File: config.mk
export PLATFORM = sky130hd
export DESIGN_NAME = pti_pulse_timer
export DESIGN_NICKNAME = d
export VERILOG_FILES = /design/src/rtl/pti_pkg.sv /design/src/rtl/pti_pulse_timer.sv
export SDC_FILE = /design/constraint.sdc
export NUM_CORES = 1
export LEC_CHECK = 0
export ABC_AREA = 1
export BUFFER_PORTS_ARGS = -buffer_cell sky130_fd_sc_hd__buf_2
export CAP_MARGIN = 40
export CORE_MARGIN = 2
export CORE_UTILIZATION = 45
export CTS_BUF_LIST = sky130_fd_sc_hd__clkbuf_4 sky130_fd_sc_hd__clkbuf_8
export DETAILED_ROUTE_END_ITERATION = 8
export PLACE_DENSITY_LB_ADDON = 0.25
export SLEW_MARGIN = 20
export SYNTH_ARGS = -nofsm -noshare
export SYNTH_HDL_FRONTEND = slang
export SYNTH_SLANG_ARGS = --single-unit
File: constraint.sdc
create_clock -name pclk -period 1.5 [get_ports pclk]
set_input_delay 0.225 -clock pclk [delete_from_list [all_inputs] [get_ports pclk]]
set_output_delay 0.225 -clock pclk [all_outputs]
set_load 0.05 [all_outputs]
File: src/rtl/pti_pkg.sv
// Package: constants and carriers for the pulse timer interrupt and emergency stop block
package pti_pkg;

    // ************************************************************
    // Bus and register map
    // ************************************************************
    localparam int ADDR_W = 8;
    localparam int DATA_W = 32;
    localparam logic [ADDR_W-1:0] OFS_CONTROL_ONE = 8'h00;
    localparam logic [ADDR_W-1:0] OFS_CONTROL_TWO = 8'h04;
    localparam logic [ADDR_W-1:0] OFS_CONTROL_THREE = 8'h08;
    localparam logic [ADDR_W-1:0] OFS_PERIOD_VALUE = 8'h0c;
    localparam logic [ADDR_W-1:0] OFS_DEAD_TIME_A = 8'h10;
    localparam logic [ADDR_W-1:0] OFS_DEAD_TIME_B = 8'h14;
    localparam logic [ADDR_W-1:0] OFS_CAPTURE = 8'h18;

    // ************************************************************
    // Field positions
    // ************************************************************
    localparam int C1_TRIGGER_MODE = 0;
    localparam int C1_TRIGGER_EDGE_SELECT = 1;
    localparam int C1_CAPTURE_MODE = 2;
    localparam int C1_CLEAR_MODE = 3;
    localparam int C1_OUT1_INITIAL_LEVEL = 4;
    localparam int C1_OUT2_INITIAL_LEVEL = 5;
    localparam int C1_W = 6;
    localparam int C2_EMERGENCY_INPUT_ENABLE = 0;
    localparam int C2_EMERGENCY_STOP_RELEASE = 7;
    localparam int C3_TIMER_RUN_BIT = 0;
    localparam int C3_STOP_MODE_LSB = 1;
    localparam int C3_EMERGENCY_STOP_FLAG = 3;
    localparam int C3_COUNTER_BUSY = 4;

    // ************************************************************
    // Reset values and encodings
    // ************************************************************
    localparam logic [C1_W-1:0] CONTROL_ONE_RESET = 6'h00;
    localparam logic EMERGENCY_INPUT_ENABLE_RESET = 1'b0;
    localparam logic TIMER_RUN_RESET = 1'b0;
    localparam logic [1:0] STOP_MODE_INIT = 2'h0;
    localparam logic [1:0] STOP_MODE_HOLD = 2'h1;
    localparam logic [1:0] STOP_MODE_PERIOD_END = 2'h2;

    // ************************************************************
    // Timing, in high-frequency clock periods
    // ************************************************************
    localparam int EMERGENCY_MIN_LOW_FC = 4;
    localparam int EMERGENCY_RESPONSE_MAX_FC = 10;
    localparam int SYNC_STAGES = 3;

    // ************************************************************
    // Carriers
    // ************************************************************
    typedef struct packed {
        logic psel;
        logic penable;
        logic pwrite;
        logic [ADDR_W-1:0] paddr;
        logic [DATA_W-1:0] pwdata;
    } pti_apb_req_type;

    typedef struct packed {
        logic trigger_start_irq;
        logic period_irq;
        logic emergency_stop_irq;
    } pti_irq_type;

endpackage

File: src/rtl/pti_pulse_timer.sv
// Module: pulse timer with interrupt sources and emergency output stop
//
// Contract
// - Trigger-start interrupt when a selected trigger edge starts the counter.
// - No trigger-start interrupt for count-clearing edges or in capture mode.
// - Trigger-start interrupt still raised during the emergency stop state.
// - Period interrupt on command start and at period match with clear.
// - Period interrupt on match still raised during emergency stop state.
// - Run write at trigger stop level waits; later start edge starts and interrupts.
// - Emergency input enable accepts pin at 1, ignores at 0, resets to 0.
// - Enabled low emergency input forces outputs to initial levels and interrupts.
// - Emergency stop disables outputs only; counter keeps running.
// - Emergency input sampled on the high-frequency clock.
// - Emergency flag set on activation; reads 1 while outputs disabled.
// - Release write ends emergency only with run 0 and stop mode 00.
// - Release with pin low and enabled re-enters emergency and interrupts again.
// - Emergency interrupt on every accepted input whether or not timer runs.
// - Timer cannot restart while emergency state is active.
// - Outputs reach initial levels within ten clock periods of low detection.
// - Low-power chip mode initializes and halts the timer.
// - Stop mode 00 with run cleared stops counter, outputs to initial levels.
// - Initial level 0 starts low, goes high at dead-time match; 1 inverts.
//
// Added by the designer: the address map and the APB register port.
`timescale 1ns/1ps
module pti_pulse_timer #(
    parameter int CNT_W = 16
) (
    input wire logic pclk,
    input wire logic presetn,
    input wire pti_pkg::pti_apb_req_type apb_req,
    output logic [pti_pkg::DATA_W-1:0] prdata,
    output logic pready,
    output logic pslverr,
    input wire logic trigger_pin,
    input wire logic emergency_stop_pin_n,
    input wire logic chip_low_power,
    output logic pulse_out_a,
    output logic pulse_out_b,
    output pti_pkg::pti_irq_type irq
);
    import pti_pkg::*;

    // ************************************************************
    // Register state
    // ************************************************************
    logic [C1_W-1:0] timer_control_one;
    logic emergency_input_enable;
    logic timer_run_bit;
    logic [1:0] stop_mode_select;
    logic emergency_stop_flag;
    logic [CNT_W-1:0] period_value;
    logic [CNT_W-1:0] dead_time_a;
    logic [CNT_W-1:0] dead_time_b;
    logic [CNT_W-1:0] capture_value;
    logic [CNT_W-1:0] count;
    logic counting;
    logic phase_a;
    logic phase_b;

    // ************************************************************
    // Bus decode
    // ************************************************************
    logic bus_write;
    logic wr_one;
    logic wr_two;
    logic wr_three;
    logic [DATA_W-1:0] wdata;

    function automatic logic addr_hit(input logic [ADDR_W-1:0] a);
        addr_hit = (a == OFS_CONTROL_ONE) || (a == OFS_CONTROL_TWO) || (a == OFS_CONTROL_THREE)
            || (a == OFS_PERIOD_VALUE) || (a == OFS_DEAD_TIME_A) || (a == OFS_DEAD_TIME_B)
            || (a == OFS_CAPTURE);
    endfunction

    function automatic logic [DATA_W-1:0] widen(input logic [CNT_W-1:0] v);
        widen = DATA_W'(v);
    endfunction

    assign bus_write = apb_req.psel && apb_req.penable && apb_req.pwrite && pready;
    assign wdata = apb_req.pwdata;
    assign wr_one = bus_write && (apb_req.paddr == OFS_CONTROL_ONE);
    assign wr_two = bus_write && (apb_req.paddr == OFS_CONTROL_TWO);
    assign wr_three = bus_write && (apb_req.paddr == OFS_CONTROL_THREE);

    // ************************************************************
    // Input synchronisers
    // ************************************************************
    logic [SYNC_STAGES-1:0] trig_sync;
    logic [SYNC_STAGES-1:0] emg_sync;
    logic trig_level;
    logic trig_level_prev;
    logic trig_active;
    logic emg_low;

    // Last two stages must agree before a level counts
    always_ff @(posedge pclk or negedge presetn) begin
        if (!presetn) begin
            trig_sync <= '0;
            trig_level <= 1'b0;
            trig_level_prev <= 1'b0;
        end else begin
            trig_sync <= {trig_sync[SYNC_STAGES-2:0], trigger_pin};
            if (trig_sync[SYNC_STAGES-1] == trig_sync[SYNC_STAGES-2]) begin
                trig_level <= trig_sync[SYNC_STAGES-1];
            end
            trig_level_prev <= trig_level;
        end
    end

    always_ff @(posedge pclk or negedge presetn) begin
        if (!presetn) begin
            emg_sync <= '1;
            emg_low <= 1'b0;
        end else begin
            emg_sync <= {emg_sync[SYNC_STAGES-2:0], emergency_stop_pin_n};
            if (emg_sync[SYNC_STAGES-1] == emg_sync[SYNC_STAGES-2]) begin
                emg_low <= ~emg_sync[SYNC_STAGES-1];
            end
        end
    end

    // ************************************************************
    // Event decode
    // ************************************************************
    logic start_edge;
    logic trig_mode;
    logic capture_mode;
    logic clear_mode;
    logic run_rise;
    logic cmd_start;
    logic trig_start_evt;
    logic clear_evt;
    logic period_end;
    logic start_now;
    logic stop_init;
    logic stop_hold;
    logic release_ok;
    logic emg_set;

    assign trig_mode = timer_control_one[C1_TRIGGER_MODE];
    assign capture_mode = timer_control_one[C1_CAPTURE_MODE];
    assign clear_mode = timer_control_one[C1_CLEAR_MODE];
    assign trig_active = trig_level ^ timer_control_one[C1_TRIGGER_EDGE_SELECT];
    // Edge taken from the level, so an edge select write starts nothing
    assign start_edge = trig_active && (trig_level != trig_level_prev);
    assign run_rise = wr_three && wdata[C3_TIMER_RUN_BIT] && !timer_run_bit && !emergency_stop_flag;
    assign cmd_start = run_rise && (!trig_mode || trig_active);
    assign trig_start_evt = timer_run_bit && trig_mode && !capture_mode && !clear_mode
        && start_edge && !counting;
    assign clear_evt = timer_run_bit && trig_mode && clear_mode && start_edge && counting;
    assign period_end = counting && (count == period_value);
    assign start_now = (cmd_start || (trig_start_evt && !emergency_stop_flag)) && !chip_low_power;
    assign stop_init = wr_three && !wdata[C3_TIMER_RUN_BIT]
        && (wdata[C3_STOP_MODE_LSB +: 2] == STOP_MODE_INIT);
    assign stop_hold = wr_three && !wdata[C3_TIMER_RUN_BIT]
        && (wdata[C3_STOP_MODE_LSB +: 2] == STOP_MODE_HOLD);
    assign release_ok = wr_two && wdata[C2_EMERGENCY_STOP_RELEASE] && !timer_run_bit
        && (stop_mode_select == STOP_MODE_INIT);
    assign emg_set = emergency_input_enable && emg_low && (!emergency_stop_flag || release_ok);

    // ************************************************************
    // Control registers
    // ************************************************************
    always_ff @(posedge pclk or negedge presetn) begin
        if (!presetn) begin
            timer_control_one <= CONTROL_ONE_RESET;
            emergency_input_enable <= EMERGENCY_INPUT_ENABLE_RESET;
            timer_run_bit <= TIMER_RUN_RESET;
            stop_mode_select <= STOP_MODE_INIT;
            period_value <= '0;
            dead_time_a <= '0;
            dead_time_b <= '0;
        end else if (chip_low_power) begin
            timer_control_one <= CONTROL_ONE_RESET;
            emergency_input_enable <= EMERGENCY_INPUT_ENABLE_RESET;
            timer_run_bit <= TIMER_RUN_RESET;
            stop_mode_select <= STOP_MODE_INIT;
            period_value <= '0;
            dead_time_a <= '0;
            dead_time_b <= '0;
        end else begin
            if (wr_one) begin
                timer_control_one <= wdata[C1_W-1:0];
            end
            if (wr_two) begin
                emergency_input_enable <= wdata[C2_EMERGENCY_INPUT_ENABLE];
            end
            if (wr_three) begin
                timer_run_bit <= wdata[C3_TIMER_RUN_BIT] && (timer_run_bit || !emergency_stop_flag);
                stop_mode_select <= wdata[C3_STOP_MODE_LSB +: 2];
            end
            if (bus_write && apb_req.paddr == OFS_PERIOD_VALUE) begin
                period_value <= wdata[CNT_W-1:0];
            end
            if (bus_write && apb_req.paddr == OFS_DEAD_TIME_A) begin
                dead_time_a <= wdata[CNT_W-1:0];
            end
            if (bus_write && apb_req.paddr == OFS_DEAD_TIME_B) begin
                dead_time_b <= wdata[CNT_W-1:0];
            end
        end
    end

    // ************************************************************
    // Emergency stop state
    // ************************************************************
    always_ff @(posedge pclk or negedge presetn) begin
        if (!presetn) begin
            emergency_stop_flag <= 1'b0;
        // Set wins over a release in the same cycle
        end else if (emg_set) begin
            emergency_stop_flag <= 1'b1;
        end else if (release_ok) begin
            emergency_stop_flag <= 1'b0;
        end
    end

    // ************************************************************
    // Counter
    // ************************************************************
    always_ff @(posedge pclk or negedge presetn) begin
        if (!presetn) begin
            counting <= 1'b0;
            count <= '0;
        end else if (chip_low_power) begin
            counting <= 1'b0;
            count <= '0;
        end else if (start_now) begin
            counting <= 1'b1;
            count <= '0;
        end else if (stop_init || stop_hold) begin
            counting <= 1'b0;
            count <= '0;
        end else if (period_end) begin
            count <= '0;
            if (!timer_run_bit || stop_mode_select == STOP_MODE_PERIOD_END) begin
                counting <= 1'b0;
            end
        end else if (clear_evt) begin
            count <= '0;
        end else if (counting) begin
            count <= count + CNT_W'(1);
        end
    end

    always_ff @(posedge pclk or negedge presetn) begin
        if (!presetn) begin
            capture_value <= '0;
        end else if (timer_run_bit && trig_mode && capture_mode && start_edge) begin
            capture_value <= count;
        end
    end

    // ************************************************************
    // Output phases
    // ************************************************************
    always_ff @(posedge pclk or negedge presetn) begin
        if (!presetn) begin
            phase_a <= 1'b0;
            phase_b <= 1'b0;
        end else if (chip_low_power || start_now || stop_init || period_end || clear_evt) begin
            phase_a <= 1'b0;
            phase_b <= 1'b0;
        end else if (counting) begin
            if (count == dead_time_a) begin
                phase_a <= 1'b1;
            end
            if (count == dead_time_b) begin
                phase_b <= 1'b1;
            end
        end
    end

    always_ff @(posedge pclk or negedge presetn) begin
        if (!presetn) begin
            pulse_out_a <= 1'b0;
            pulse_out_b <= 1'b0;
        end else begin
            // Emergency masks the phases only; the counter runs on
            pulse_out_a <= timer_control_one[C1_OUT1_INITIAL_LEVEL] ^ (phase_a && !emergency_stop_flag);
            pulse_out_b <= timer_control_one[C1_OUT2_INITIAL_LEVEL] ^ (phase_b && !emergency_stop_flag);
        end
    end

    // ************************************************************
    // Interrupt pulses
    // ************************************************************
    always_ff @(posedge pclk or negedge presetn) begin
        if (!presetn) begin
            irq <= '0;
        end else begin
            irq.trigger_start_irq <= trig_start_evt && !chip_low_power;
            irq.period_irq <= (cmd_start && !chip_low_power) || period_end;
            irq.emergency_stop_irq <= emg_set;
        end
    end

    // ************************************************************
    // Bus answer
    // ************************************************************
    function automatic logic [DATA_W-1:0] reg_read(input logic [ADDR_W-1:0] a);
        logic [DATA_W-1:0] v;
        v = '0;
        unique case (a)
            OFS_CONTROL_ONE: v[C1_W-1:0] = timer_control_one;
            OFS_CONTROL_TWO: v[C2_EMERGENCY_INPUT_ENABLE] = emergency_input_enable;
            OFS_CONTROL_THREE: begin
                v[C3_TIMER_RUN_BIT] = timer_run_bit;
                v[C3_STOP_MODE_LSB +: 2] = stop_mode_select;
                v[C3_EMERGENCY_STOP_FLAG] = emergency_stop_flag;
                v[C3_COUNTER_BUSY] = counting;
            end
            OFS_PERIOD_VALUE: v = widen(period_value);
            OFS_DEAD_TIME_A: v = widen(dead_time_a);
            OFS_DEAD_TIME_B: v = widen(dead_time_b);
            OFS_CAPTURE: v = widen(capture_value);
            default: v = '0;
        endcase
        reg_read = v;
    endfunction

    always_ff @(posedge pclk or negedge presetn) begin
        if (!presetn) begin
            pready <= 1'b0;
            pslverr <= 1'b0;
            prdata <= '0;
        end else begin
            pready <= apb_req.psel && !apb_req.penable;
            pslverr <= apb_req.psel && !apb_req.penable && !addr_hit(apb_req.paddr);
            if (apb_req.psel && !apb_req.penable && !apb_req.pwrite) begin
                prdata <= reg_read(apb_req.paddr);
            end else begin
                prdata <= '0;
            end
        end
    end

endmodule // pti_pulse_timer

==> flow_summary.yaml <==
yosys:
  synth.most_common_cell: "nand2_1"
  ys_seq_area_frac: 0.481
  synth_cell_type_count: 45
  yosys-top-cells-area: "dfrtp_1, nand2_1, o21ai_0"
  ys_seq_elements: 126
  synth_flop_cell: "dfrtp_1"
  yosys_warnings: 0
  syn_area_um2: 6560
  syn_avg_cell_area_um2: 7.77
  synth_edf_count: 0
  synth.top_cell.area_share: 0.469
  netlist_instances: 844
  synthTopCellsByCount: "nand2_1, dfrtp_1, inv_1"
  async_flop_share: 1.00
  yosysTopAreaCell: "dfrtp_1"
detailed_routing:
  topRoutingLayerUsed: "met4"
  via_per_inst: 5.14
  route.met2.wl_mm: 9.21
  first_pass_iters: 6
  wl_met3_mm: 1.87
  ant_nets: 0
  wirelength_met1_mm: 10.1
  wl_per_cell_um: 17.2
  vias: 6455
  drtIter0Drc: 692
  drc: 0
  finalWirelength_mm: 21.5
grt:
  grt_max_degree: 56
  grt_pass1_wl_mm: 33.0
  antenna_found_initial: 0
  grt_pass1_vias: 6034
  overflow: 0
  grt_use_total: 0.277
sta:
  setup_slack_ns: -0.239
  finalHoldViolCount: 0
  tns_ns: -2.74
  skew_ns: 0.0125
  rsz0062_at_grt: "yes"
  period_minus_slack_ns: 1.74
  maxSlewViolCount: 0
  setup_viol: 19
  min_period_over_period: 1.16
  fmax_mhz: 575
  holdWs_ns: 0.0515
floorplan:
  start_util: 0.457
  chipHeight_um: 125
  fp.dieArea_um2: 15600
  rows: 44
  dieWidth_um: 125
  coreArea_um2: 14400
  ios: 87
cells_and_area:
  stdcell_area_um2: 8990
  final_util: 0.626
  layout-drive-gt1-share: 0.333
  nets: 1107
  n_antenna_cell: 0
  instances_no_fill: 1255
  synthToLayoutAreaGrowth_pct: 37.0
placed_design:
  io_buffers: 54
  dp.cells: 1203
  postPlaceCellArea_um2: 8080
  gp_congestion: 0.960
  hpwlAfterDp_mm: 16.0
clocking:
  clk_latency_ns: 0.47
  clock-sinks: 126
  numCtsBuffers: 17
  root_buffer: "clkbuf_8"
  path_clk_slew_ns: 0.09
  cts.path.max_buffers: 2
  cts_tree: "built"
  htree_levels: 4
worst_setup_path:
  crit_path_max_incr_delay_ns: 0.45
  worst_ep_arrival_time_ns: 2.08
  crit_family: "simple AND/OR/NAND/NOR gates"
  endpoint_kind: "register"
  cp-start-kind: "register"
  slowest_stage: "dfrtp_2"
  worst-setup-path-type: "reg2reg"
  cp_data_required_time_ns: 1.84
  crit_fanout: 4
  path_cells: "inv_2 -> buf_4 -> nor3_2 -> nand2_1 -> nor2_2 -> nand2_2 -> xor2_2 -> inv_1 -> nand3_1 -> o21ai_0"
  path_buf_inv: 3
pwr:
  switching_share: 0.308
  comb_power_share: 0.132
  clockPowerShare: 0.385
  switchingPower_mw: 2.36
  leakage_nw: 4.42
  power.share.sequential: 0.482
  ir_drop_v: 0.000767
  cellPowerDensity_nw_per_um2: 852
  p_int_mw: 5.30
job:
  max-cap-violations: 0
outcome:
  status: "complete, but fails checks"
  violations: "negative setup slack"
min_path:
  worstHoldPathType: "in2reg"
[placed cells by master (no fill, tap or decap), types with 3 or more instances in the layout]
cell type	synthesis	routed
nand2_1	251	220
buf_4	17	146
dfrtp_1	123	113
inv_1	86	82
o21ai_0	72	67
nor2_1	75	63
buf_2	14	53
nand2_2	3	29
o21ai_1	23	27
nand3_1	30	24
clkbuf_8	0	17
conb_1	1	16
nor3_1	16	14
o22ai_1	14	14
nand4_1	13	13
inv_2	8	12
nor2_2	6	12
a21oi_1	13	12
dfrtp_2	0	10
nor2_4	3	9
xnor2_1	11	9
xor2_1	10	9
buf_6	2	8
buf_12	0	8
a31oi_1	6	6
nand2_4	0	6
nand3_4	1	6
inv_6	0	6
nand3_2	4	5
dlygate4sd3_1	0	5
o221ai_1	4	4
nor3_2	2	3
o211ai_1	3	3
a22o_1	3	3
nand3b_1	3	3
clkinv_4	0	3
dfstp_2	3	3
[registers in the layout, indices dropped and copies added, names as in the netlist, 2 cells and up]
| register | cells |
|---|---|
| irq | 3 |
| timer_control_one | 6 |
| period_value | 16 |
| dead_time_a | 16 |
| count | 16 |
| prdata | 16 |
| dead_time_b | 16 |
| trig_sync | 3 |
| emg_sync | 3 |
| capture_value | 16 |
| stop_mode_select | 2 |
[worst register-to-register path: stages, from the launching register on]
cell     delay, ns
dfrtp_2       0.45
inv_2         0.07
buf_4         0.14
nor3_2        0.16
nand2_1       0.11
nor2_2        0.15
nand2_2       0.09
xor2_2        0.21
inv_1         0.07
nand3_1       0.08
o21ai_0       0.09
[worst paths after layout]
| check | start | endpoint | slack, ns | cells past startpoint |
|---|---|---|---|---|
| worst min register to register | trig_sync[0]$_DFF_PN0_ | trig_sync[1]$_DFF_PN0_ | 0.36 | 0 |
| worst max register to register | count[6]$_DFFE_PN0P_ | count[12]$_DFFE_PN0P_ | -0.24 | 10 |
| max in group asynchronous | presetn | prdata[7]$_DFF_PN0_ | 0.66 | 3 |
| min in group asynchronous | presetn | timer_run_bit$_DFFE_PN0P_ | 0.21 | 2 |
| worst min-delay path | apb_req[8] | dead_time_b[8]$_DFFE_PN0P_ | 0.05 | 3 |
| worst max-delay path | count[6]$_DFFE_PN0P_ | count[12]$_DFFE_PN0P_ | -0.24 | 10 |
[per-layer routing]
layer,vias to the layer above,global-route usage
met5,-,0
met4,0,0.0826
met2,265,0.393
met1,3044,0.427
met3,29,0.0546
li1,3117,-
[timing repair]
item,CTS,global route
gates cloned,3,1
hold buffers,5,0
pin swaps,10,31
setup buffers,8,4
resized for setup,29,72
endpoints found under the setup margin,26,49
endpoints found under the hold margin,25,0
[through the flow]
step | total power [mW] | setup slack (ns)
final | 7.66 | -0.239
after global routing | 7.98 | -0.298
after CTS | 7.66 | -0.177
after detailed placement | 4.67 | -0.305
after global placement | 4.66 | -0.262
after floorplan | 4.22 | -0.0692
[final cells by class]
class	instances	area [um2]
tap	184	230
multi-input combinational	595	3130
clock inverter	15	151
inverter	96	363
sequential	126	3170
fill	1278	5380
clock buffer	17	234
timing repair buffer	222	1710
[cell families (layout without fill, tap and decap cells)]
kind of cell | Yosys count | after routing | synth area share
other | 1 | 16 | 0.000572
AO/OA/AOI/OAI | 141 | 141 | 0.118
flip-flops | 126 | 126 | 0.481
XOR/XNOR | 21 | 21 | 0.0280
adder cells (fa/ha/maj) | 2 | 2 | 0.00343
buffers and inverters | 139 | 350 | 0.0965
AND/OR/NAND/NOR | 414 | 415 | 0.273
[power by group through the flow]
stage               registers [mW]  logic (mW)  clock network [mW]
global route                  3.71        1.11                3.17
global placement              3.75       0.914                   0
CTS                           3.68       0.988                3.00
detailed placement            3.75       0.925                   0
finish                        3.69        1.01                2.95
floorplan                     3.72       0.509                   0
Note: power is estimated with default switching activity, not from simulation.
